File: src/hsm_pkg.sv
package hsm_pkg;
    // ------------------------------------------------------------
    // Timing
    // ------------------------------------------------------------
    localparam int CLK_HZ = 100_000_000;
    localparam int TICK_MS = 1;
    localparam int TICK_CYC = CLK_HZ / 1000 * TICK_MS;
    localparam logic [4:0] DEB_MS = 5'h14;
    localparam logic [7:0] FLASH_MS = 8'hfa;
    localparam logic [7:0] BEEP_MS = 8'hc8;
    localparam int THR_DLY_MAX_S = 15;
    localparam int NEU_DLY_MAX_S = 7;
    localparam logic [15:0] THR_DLY_MAX = 16'(THR_DLY_MAX_S * 1000);
    localparam logic [15:0] NEU_DLY_MAX = 16'(NEU_DLY_MAX_S * 1000);
    localparam logic [15:0] TDLY_RST = 16'h01f4;
    localparam logic [15:0] NDLY_RST = 16'h01f4;
    // Allowed shaft period mismatch, in clock cycles
    localparam logic signed [28:0] SYNC_DB_CYC = 29'sh7d0;

    // ------------------------------------------------------------
    // Register map
    // ------------------------------------------------------------
    localparam logic [7:0] REG_CTRL = 8'h00;
    localparam logic [7:0] REG_TDLY = 8'h04;
    localparam logic [7:0] REG_NDLY = 8'h08;
    localparam logic [7:0] REG_STAT = 8'h0c;
    localparam logic [7:0] REG_TRIM = 8'h10;
    localparam int CTRL_PRE_EN = 0;
    localparam int CTRL_PRE_LSB = 8;
    localparam int ST_STN = 0;
    localparam int ST_LOCK = 1;
    localparam int ST_OVR = 2;
    localparam int ST_TRL = 3;
    localparam int ST_SYNC = 4;
    localparam int ST_INSYNC = 5;
    localparam int ST_ACK = 6;
    localparam int ST_JAM_LSB = 8;

    // ------------------------------------------------------------
    // Encodings and carriers
    // ------------------------------------------------------------
    localparam logic [1:0] GEAR_N = 2'h0;
    localparam logic [1:0] GEAR_F = 2'h1;
    localparam logic [1:0] GEAR_R = 2'h2;
    localparam logic [7:0] THR_IDLE = 8'h00;
    localparam logic [7:0] TRL_NOSLIP = 8'h00;
    localparam logic [7:0] TRL_MAXSLIP = 8'hff;
    localparam int ENG_P = 0;
    localparam int ENG_S = 1;

    typedef struct packed {
        logic sel;
        logic lock;
        logic ovr;
        logic trl;
        logic syn;
    } hsm_btn_t;
    typedef struct packed {
        logic [1:0] dir;
        logic [7:0] pos;
    } hsm_lever_t;
    typedef struct packed {
        hsm_btn_t btn;
        hsm_lever_t lp;
        hsm_lever_t ls;
    } hsm_head_in_t;
    typedef struct packed {
        logic sel;
        logic lock;
        logic ovr;
        logic trl;
        logic syn;
        logic beep;
    } hsm_head_out_t;
    typedef struct packed {
        logic [1:0] gear;
        logic [7:0] thr;
        logic [7:0] trl;
    } hsm_act_t;
endpackage

File: src/hsm_helm.sv
// How it works
// - Lock press only counts at the commanding station, engaging lockout.
// - Lockout lights the lock lamp and ignores selects from other stations.
// - Second lock press at commanding station releases lockout, lamp off.
// - Override press with both handles neutral enters warm-up override, lamp lit.
// - In override the handle drives throttle only; gear held neutral.
// - Override exit accepted only with handles neutral and a second press.
// - Trolling press drives trolling valve from non-slip to maximum slip.
// - In trolling, lever advance moves valve from maximum toward minimum slip.
// - During trolling the throttle stays idle or at a preset idle.
// - Second trolling press cancels trolling, valve back to non-slip.
// - Synchronize press starts port/starboard shaft speed matching.
// - Sync lamp flashes while matching, steady once within dead band.
// - Compare shaft pulse periods and trim auxiliary throttle to match main.
// - Starboard engine is the main engine; port follows.
// - In sync mode the main handle drives both gears.
// - Sync cannot be entered, and is dropped, while trolling.
// - Station one is the main head, station two the second head.
// - After power-up station one is in command.
// - Throttle delay adjustable, capped at 15 seconds.
// - Neutral (shaft brake) delay adjustable, capped at 7 seconds.
// - After power-up main station beeps and lights select until select press.
// - Jammed or failed actuator gives intermittent beep at commanding station.
// - Select press moves command there, lights its lamp and beeps once.
// - After a jam each select press at the commanding station retries one jammed actuator.
//
// Implementation choices: the placing of the registers and the strobed register port.
`timescale 1ns/1ns

// ------------------------------------------------------------
// Button debounce
// ------------------------------------------------------------
module hsm_deb
    import hsm_pkg::*;
(
    input wire logic clk,
    input wire logic nrst,
    input wire logic tick,
    input wire logic raw,
    output logic press
);
    typedef struct packed {
        logic s1;
        logic s2;
        logic st;
        logic [4:0] cnt;
        logic prs;
    } hsm_deb_st_t;
    hsm_deb_st_t q, d;

    // Level must hold DEB_MS ticks before it is believed
    always_comb begin
        d = q;
        d.s1 = raw;
        d.s2 = q.s1;
        d.prs = 1'b0;
        if (q.s2 == q.st) begin
            d.cnt = '0;
        end else if (tick) begin
            if (q.cnt == DEB_MS - 5'h01) begin
                d.st = q.s2;
                d.prs = q.s2;
                d.cnt = '0;
            end else begin
                d.cnt = q.cnt + 5'h01;
            end
        end
    end

    always_ff @(posedge clk or negedge nrst) begin
        if (!nrst) begin
            q <= '0;
        end else begin
            q <= d;
        end
    end

    assign press = q.prs;
endmodule

// ------------------------------------------------------------
// Helm station mode control
// ------------------------------------------------------------
module hsm_helm
    import hsm_pkg::*;
#(
    parameter int TICK_N = TICK_CYC
)(
    input wire logic clk,
    input wire logic nrst,
    input wire logic [7:0] addr,
    input wire logic [31:0] wdata,
    input wire logic wr,
    input wire logic rd,
    output logic [31:0] rdata,
    input wire hsm_head_in_t [1:0] head_in,
    output hsm_head_out_t [1:0] head_out,
    input wire logic [1:0] shaft_pulse,
    input wire logic [3:0] jam_in,
    output logic [3:0] retry,
    output hsm_act_t [1:0] act,
    output logic [1:0] brake
);
    typedef struct packed {
        logic [16:0] div;
        logic tick;
        logic stn;
        logic lock;
        logic ovr;
        logic trl;
        logic syn;
        logic insync;
        logic ack;
        logic [3:0] jam;
        logic [3:0] retry;
        logic [7:0] flash_cnt;
        logic flash;
        logic [7:0] beep_cnt;
        logic pre_en;
        logic [7:0] pre_idle;
        logic [15:0] tdly;
        logic [15:0] ndly;
        logic [1:0][15:0] tcnt;
        logic [1:0][15:0] ncnt;
        logic [1:0] brake;
        logic [1:0][27:0] per;
        logic [1:0][27:0] pcnt;
        logic [1:0] pin;
        logic signed [7:0] trim;
        hsm_act_t [1:0] act;
        hsm_head_out_t [1:0] hout;
        logic [31:0] rdata;
    } hsm_st_t;

    // Trolling valve command 0 is non-slip, so a zero reset is safe
    localparam hsm_st_t ST_RST = '{
        tdly: TDLY_RST, ndly: NDLY_RST, ack: 1'b1, default: '0
    };

    hsm_st_t q, d;
    logic [1:0][4:0] prs;
    hsm_btn_t [1:0] pb;

    // ------------------------------------------------------------
    // Button front end
    // ------------------------------------------------------------
    for (genvar s = 0; s < 2; s++) begin : g_stn
        for (genvar b = 0; b < 5; b++) begin : g_btn
            hsm_deb u_deb (
                .clk(clk),
                .nrst(nrst),
                .tick(q.tick),
                .raw(head_in[s].btn[b]),
                .press(prs[s][b])
            );
        end
    end
    assign pb = prs;

    // ------------------------------------------------------------
    // Next state
    // ------------------------------------------------------------
    always_comb begin
        hsm_btn_t c;
        hsm_lever_t l;
        hsm_lever_t [1:0] lv;
        logic [1:0] g;
        logic [3:0] jsel;
        logic nboth;
        logic signed [28:0] df;
        logic signed [9:0] sum;
        logic [7:0] thr;
        logic [7:0] trl;
        logic on;
        logic [31:0] r;
        c = pb[q.stn];
        lv[ENG_P] = head_in[q.stn].lp;
        lv[ENG_S] = head_in[q.stn].ls;
        l = lv[ENG_S];
        g = GEAR_N;
        jsel = q.jam & (~q.jam + 4'h1);
        nboth = (lv[ENG_P].dir == GEAR_N) && (lv[ENG_S].dir == GEAR_N);
        df = $signed({1'b0, q.per[ENG_P]}) - $signed({1'b0, q.per[ENG_S]});
        sum = '0;
        thr = THR_IDLE;
        trl = TRL_NOSLIP;
        on = 1'b0;
        r = '0;
        d = q;
        d.tick = 1'b0;
        d.retry = '0;

        // Millisecond enable pulse and lamp flash clock
        if (q.div == 17'(TICK_N - 1)) begin
            d.div = '0;
            d.tick = 1'b1;
        end else begin
            d.div = q.div + 17'h1;
        end
        if (q.tick) begin
            if (q.flash_cnt == FLASH_MS - 8'h01) begin
                d.flash_cnt = '0;
                d.flash = ~q.flash;
            end else begin
                d.flash_cnt = q.flash_cnt + 8'h01;
            end
            if (q.beep_cnt != 8'h00) begin
                d.beep_cnt = q.beep_cnt - 8'h01;
            end
        end

        // Select presses: acknowledge, retry a jam or take command
        for (int s = 0; s < 2; s++) begin
            if (pb[s].sel) begin
                if (q.ack) begin
                    if (s == 0) begin
                        d.ack = 1'b0;
                        d.beep_cnt = BEEP_MS;
                    end
                end else if (s == int'(q.stn)) begin
                    d.retry = jsel;
                    d.jam = q.jam & ~jsel;
                end else if (!q.lock) begin
                    d.stn = 1'(s);
                    d.beep_cnt = BEEP_MS;
                end
            end
        end
        // A jam still present beats the retry clear
        d.jam = d.jam | jam_in;

        // Mode buttons act only at the commanding head
        if (!q.ack) begin
            if (c.lock) begin
                d.lock = ~q.lock;
            end
            if (c.ovr && nboth) begin
                d.ovr = ~q.ovr;
            end
            if (c.syn && !q.trl) begin
                d.syn = ~q.syn;
            end
            if (c.trl) begin
                d.trl = ~q.trl;
                if (!q.trl) begin
                    d.syn = 1'b0;
                end
            end
        end

        // Shaft period capture, one pulse per revolution
        for (int e = 0; e < 2; e++) begin
            d.pin[e] = shaft_pulse[e];
            if (shaft_pulse[e] && !q.pin[e]) begin
                d.per[e] = q.pcnt[e];
                d.pcnt[e] = '0;
            end else if (q.pcnt[e] != '1) begin
                d.pcnt[e] = q.pcnt[e] + 28'h1;
            end
        end

        // Port trim chases starboard; a longer period means slower
        if (!q.syn) begin
            d.trim = '0;
            d.insync = 1'b0;
        end else if (q.tick) begin
            d.insync = (df <= SYNC_DB_CYC) && (df >= -SYNC_DB_CYC);
            if (df > SYNC_DB_CYC && q.trim != 8'sh7f) begin
                d.trim = q.trim + 8'sh01;
            end else if (df < -SYNC_DB_CYC && q.trim != -8'sh80) begin
                d.trim = q.trim - 8'sh01;
            end
        end

        // Per-engine gear, delays and actuator commands
        for (int e = 0; e < 2; e++) begin
            l = q.syn ? lv[ENG_S] : lv[e];
            g = (q.ack || q.ovr) ? GEAR_N : l.dir;
            thr = q.ack ? THR_IDLE : l.pos;
            trl = TRL_NOSLIP;
            if (q.trl) begin
                trl = TRL_MAXSLIP - l.pos;
                thr = q.pre_en ? q.pre_idle : THR_IDLE;
            end else if (q.syn && e == ENG_P) begin
                // Signed trim is clamped at the throttle ends rather than wrapped
                sum = $signed({2'b00, thr}) + $signed({{2{q.trim[7]}}, q.trim});
                if (sum < 10'sh000) begin
                    thr = THR_IDLE;
                end else if (sum > 10'sh0ff) begin
                    thr = 8'hff;
                end else begin
                    thr = sum[7:0];
                end
            end
            // A gear change restarts both delays; the throttle waits at idle until the throttle delay runs out
            if (g != q.act[e].gear) begin
                d.tcnt[e] = q.tdly;
                d.ncnt[e] = q.ndly;
            end else if (q.tick) begin
                if (q.tcnt[e] != 16'h0000) begin
                    d.tcnt[e] = q.tcnt[e] - 16'h0001;
                end
                if (q.ncnt[e] != 16'h0000) begin
                    d.ncnt[e] = q.ncnt[e] - 16'h0001;
                end
            end
            if (q.tcnt[e] != 16'h0000) begin
                thr = THR_IDLE;
            end
            d.brake[e] = (g == GEAR_N) && (q.ncnt[e] == 16'h0000);
            d.act[e].gear = g;
            d.act[e].thr = thr;
            d.act[e].trl = trl;
        end
        // Lamps and horn only at the head in command; station one is index 0
        for (int s = 0; s < 2; s++) begin
            on = (s == int'(q.stn));
            d.hout[s].sel = on;
            d.hout[s].lock = on && q.lock;
            d.hout[s].ovr = on && q.ovr;
            d.hout[s].trl = on && q.trl;
            d.hout[s].syn = on && q.syn && (q.insync || q.flash);
            d.hout[s].beep = on && (q.ack || q.beep_cnt != 8'h00 || (|q.jam && q.flash));
        end

        // Register writes; delay settings saturate at their ceilings
        if (wr) begin
            case (addr)
                REG_CTRL: begin
                    d.pre_en = wdata[CTRL_PRE_EN];
                    d.pre_idle = wdata[CTRL_PRE_LSB +: 8];
                end
                REG_TDLY: d.tdly = (wdata > 32'(THR_DLY_MAX)) ? THR_DLY_MAX : wdata[15:0];
                REG_NDLY: d.ndly = (wdata > 32'(NEU_DLY_MAX)) ? NEU_DLY_MAX : wdata[15:0];
                default: ;
            endcase
        end
        // Read data stand only in the cycle after the strobe; zero otherwise
        if (rd) begin
            case (addr)
                REG_CTRL: begin
                    r[CTRL_PRE_EN] = q.pre_en;
                    r[CTRL_PRE_LSB +: 8] = q.pre_idle;
                end
                REG_TDLY: r[15:0] = q.tdly;
                REG_NDLY: r[15:0] = q.ndly;
                REG_STAT: begin
                    r[ST_STN] = q.stn;
                    r[ST_LOCK] = q.lock;
                    r[ST_OVR] = q.ovr;
                    r[ST_TRL] = q.trl;
                    r[ST_SYNC] = q.syn;
                    r[ST_INSYNC] = q.insync;
                    r[ST_ACK] = ~q.ack; // Reads one once control is acknowledged
                    r[ST_JAM_LSB +: 4] = q.jam;
                end
                REG_TRIM: r = {{24{q.trim[7]}}, q.trim};
                default: r = '0;
            endcase
        end
        d.rdata = r;
    end

    // ------------------------------------------------------------
    // State register and outputs
    // ------------------------------------------------------------
    always_ff @(posedge clk or negedge nrst) begin
        if (!nrst) begin
            q <= ST_RST;
        end else begin
            q <= d;
        end
    end

    // Every output is a flop of the state, so no decode glitch reaches a pin
    assign rdata = q.rdata;
    assign head_out = q.hout;
    assign act = q.act;
    assign brake = q.brake;
    assign retry = q.retry;

    // ------------------------------------------------------------
    // Checks
    // ------------------------------------------------------------
    chk_ovr_gear: assert property (@(posedge clk) disable iff (!nrst) q.ovr |=>
        {q.act[ENG_P].gear, q.act[ENG_S].gear} == {GEAR_N, GEAR_N}) else $error("gear moved");
    chk_trl_no_sync: assert property (@(posedge clk) disable iff (!nrst)
        !(q.trl && q.syn)) else $error("sync active in trolling");
    chk_lock_keeps_stn: assert property (@(posedge clk) disable iff (!nrst)
        q.lock |=> $stable(q.stn)) else $error("station changed while locked");
    chk_ack_beeps: assert property (@(posedge clk) disable iff (!nrst)
        q.ack |=> q.hout[0].beep && q.hout[0].sel) else $error("power-up call missing");
    chk_retry_single: assert property (@(posedge clk) disable iff (!nrst)
        $onehot0(q.retry)) else $error("more than one retry at once");
    chk_dly_capped: assert property (@(posedge clk) disable iff (!nrst)
        q.tdly <= THR_DLY_MAX && q.ndly <= NEU_DLY_MAX) else $error("delay above ceiling");
endmodule

File: config.mk
export PLATFORM = sky130hd
export DESIGN_NAME = hsm_helm
export DESIGN_NICKNAME = d
export VERILOG_FILES = /design/src/hsm_pkg.sv /design/src/hsm_helm.sv
export SDC_FILE = /design/constraint.sdc
export NUM_CORES = 1
export LEC_CHECK = 0
export BUFFER_PORTS_ARGS = -buffer_cell sky130_fd_sc_hd__buf_2
export CORE_MARGIN = 4
export CORE_UTILIZATION = 60
export CTS_CLUSTER_DIAMETER = 200
export DETAILED_ROUTE_END_ITERATION = 12
export PLACE_DENSITY_LB_ADDON = 0.08
export REMOVE_ABC_BUFFERS = 1
export SYNTH_ARGS = -nofsm -noshare
export SYNTH_HDL_FRONTEND = slang
export SYNTH_SLANG_ARGS = --single-unit
File: constraint.sdc
create_clock -name clk -period 7.6 [get_ports clk]
set_input_delay 0 -clock clk [delete_from_list [all_inputs] [get_ports clk]]
set_output_delay 0 -clock clk [all_outputs]
set_load 0.01 [all_outputs]
==> impl_metrics.py <==
metrics = {
    "floorplan": {
        "die_h_um": 203,
        "start_util": 0.607,
        "dieArea_um2": 41200,
        "design.core.area_um2": 37600,
        "die_w_um": 203,
        "num_rows": 71,
        "ios": 186,
    },
    "global_route": {
        "antenna_found_initial": 0,
        "grt_util_all_layers": 0.276,
        "grt_pass1_wl_um": 92300,
        "grt-ovfl-total": 0,
        "first_global_vias": 17300,
        "grt_start_max_net_pins": 122,
    },
    "timing": {
        "tns_ps": 0,
        "hold_viol": 0,
        "fin_skew_ps": 16.1,
        "finalMaxSlewViolations": 0,
        "tightest_slew_ps": 1080,
        "period_share": 0.745,
        "max_slew_margin": 0.274,
        "whs_ps": 32.9,
        "setup_viol": 0,
        "rsz0062_at_grt": "no",
        "clock.fmax_ghz": 0.177,
        "period_needed_ps": 5660,
    },
    "cells_and_area": {
        "diodes": 0,
        "nets": 2642,
        "area_growth_pct": 12.9,
        "fillers": 2892,
        "drive_gt1_frac": 0.155,
    },
    "synthesis": {
        "synth_area_leader_cell": "dfrtp_1",
        "netlist_instances": 2332,
        "avgSynthCellArea_um2": 9.78,
        "yosys-top-cells-count": "dfrtp_1 (421), nor2_1 (262), nand2_1 (200), a21oi_1 (144), o21ai_0 (134)",
        "post-synth-top-count-cell": "dfrtp_1",
        "ys_warn_count": 0,
        "ys_ff_latch": 434,
        "yosysTopAreaCellShare": 0.462,
        "synth_edf_count": 0,
        "synthTopCellsByArea": "dfrtp_1 (46%), nor2_1 (4.3%), xnor2_1 (3.6%)",
        "ys_seq_area_frac": 0.477,
        "synthFlopType": "dfrtp_1",
        "syn_area_um2": 22800,
        "ys_types": 85,
        "async_reset_ff_frac": 1.00,
    },
    "setup_path": {
        "r2r-end": "q[87]",
        "timing.rr.start": "q[146]",
        "ff2ff_path_depth": 23,
        "r2r_slack_ps": 1940,
        "endpoint_kind": "flip-flop",
        "cp-startpoint": "q[146]",
        "cp_slowest_cell": "or4b_4",
        "critPathLaunchType": "flip-flop",
        "path_depth": 23,
        "crit_arrival_ps": 6160,
        "max_stage_delay_ps": 510,
        "critPathTopFamily": "simple AND/OR/NAND/NOR gates",
        "setup.worst_path.end": "q[87]",
        "critical_path_class": "flip-flop to flip-flop",
        "timing.critical_path.mode_cell": "a21o_1",
        "critPathBufInv": 1,
        "cp.required_ps": 8100,
        "path_cells": "inv_1 > ha_1 > fa_1 > and2b_1 > o2111ai_4 > a2111oi_4 > nor2_1 > xor2_1 > nand4_1 > or4b_4 > nor4b_4 > or3_4 > ha_1 > a21o_1 > a21o_1 > a21o_1 > a21oi_1 > nor2b_1 > o21ai_0 > nand2b_1 > or3_1 > o21ai_2 > mux2i_1",
        "cp_max_fo": 8,
    },
    "placed_design": {
        "dp_hpwl_um": 40100,
        "gp_congestion": 0.902,
        "numPortBuffers": 185,
    },
    "cts": {
        "cts.clk_slew.worst_paths_ps": 60,
        "post_cts_buffers": 0,
        "clk_path_buf_depth": 3,
        "cts_tree": "yes",
        "cts_buffers": 46,
        "clock_latency_ps": 580,
        "cts_resized": 0,
        "clockRootBuffer": "clkbuf_16",
        "htreeDepth": 2,
        "holdBufCountCts": 73,
        "cts_num_sinks": 434,
    },
    "detailed_routing": {
        "antenna_left": 0,
        "wl_per_cell_um": 19.0,
        "drt-vias-per-instance": 5.84,
        "drt-initial-drc-count": 1097,
        "num_vias": 17600,
        "first_pass_iters": 8,
        "drc": 0,
        "wirelength_um": 57200,
    },
    "pwr": {
        "leakagePower_nw": 11.9,
        "power.density_nw_per_um2": 230,
        "ir_worst_vdd_uv": 223,
    },
    "status": {
        "status": "finished clean",
    },
    "job": {
        "max-cap-violations": 0,
    },
    "hold_path": {
        "hp-class": "input pin to flip-flop",
    },
}
## registers in the layout, summed over array words and instances, names as in the netlist
register                 cells
brake                        2
head_out                    12
g_stn.g_btn.u_deb.q         70
q                          272
d                            1
g_stn.g_btn.u_deb.press     10
retry                        4
g_stn.g_btn.u_deb.d         10
rdata                       17
act                         36
## layout make-up
| type | count | area [um^2] | area share |
|---|---|---|---|
| multi-input combinational | 1655 | 10700 | 0.416 |
| clock inverter | 19 | 226 | 0.00879 |
| clock buffer | 62 | 1280 | 0.0497 |
| sequential | 434 | 10900 | 0.422 |
| inverter | 68 | 255 | 0.00991 |
| tap | 511 | 639 | 0.0248 |
| timing repair buffer | 270 | 1770 | 0.0687 |
## where the power goes
part | switching, mW | internal [mW]
sequential | 0.0801 | 2.40
clock | 0.935 | 1.32
combinational | 0.674 | 0.517
## metal layers
layer | share of wire | global-route usage
met1 | 0.43 | 0.374
met2 | 0.48 | 0.462
met3 | 0.058 | 0.0398
met4 | 0.033 | 0.0946
met5 | 0 | 0
## stage by stage
stage	setup slack (ps)	utilization	cell area [um^2]	power (mW)	cells
after floorplan	2600	-	21800	3.33	2157
after global placement	2210	0.626	23500	3.65	2865
after detailed placement	2030	0.626	23500	3.66	2865
after CTS	2010	0.685	25800	5.97	3019
after global routing	1640	0.685	25800	6.21	3019
final	1940	0.685	25800	5.92	3019
## how the worst min path moves through the flow
stage	startpoint	end	slack, ps	cells past startpoint
3_5_place_dp	head_in[49]	g_stn[1].g_btn[4].u_deb.d[7]	110	1
5_1_grt	head_in[45]	g_stn[1].g_btn[0].u_deb.d[7]	50	2
2_1_floorplan	nrst	act[0]	-300	0
4_1_cts	head_in[18]	q[338]	0.7	5
6_report	head_in[18]	q[338]	30	5
3_3_place_gp	head_in[21]	g_stn[0].g_btn[1].u_deb.d[7]	110	1
## layout by cell type (no fill, tap or decap), drive strengths merged, types with 69 or more instances in the layout
cell	count
buf	197
a21oi	146
dfrtp	421
nand2	200
nor2	262
mux2	69
xor2	91
o21ai	148
inv	71
xnor2	94
dlygate4sd3	73
## worst reg2reg max path, cell delays in order, from the launching register on
cell and delay, ps:
dfrtp_1 320, inv_1 50, ha_1 230, fa_1 420, and2b_1 280, o2111ai_4 190, a2111oi_4 480, nor2_1 140
xor2_1 150, nand4_1 100, or4b_4 510, nor4b_4 370, or3_4 250, ha_1 240, a21o_1 170, a21o_1 200
a21o_1 180, a21oi_1 260, nor2b_1 100, o21ai_0 240, nand2b_1 100, or3_1 330, o21ai_2 70, mux2i_1 180
## kinds of logic (layout without fill, tap and decap cells)
family | after synthesis | in the layout | share of synthesized area
compound gates | 445 | 445 | 0.123
xor+xnor | 185 | 185 | 0.0710
fa+ha+maj | 67 | 67 | 0.0377
buf+inv | 243 | 419 | 0.0550
flops | 434 | 434 | 0.477
mux | 103 | 103 | 0.0501
simple gates | 855 | 855 | 0.187
Power figures use the tool's default switching activity.
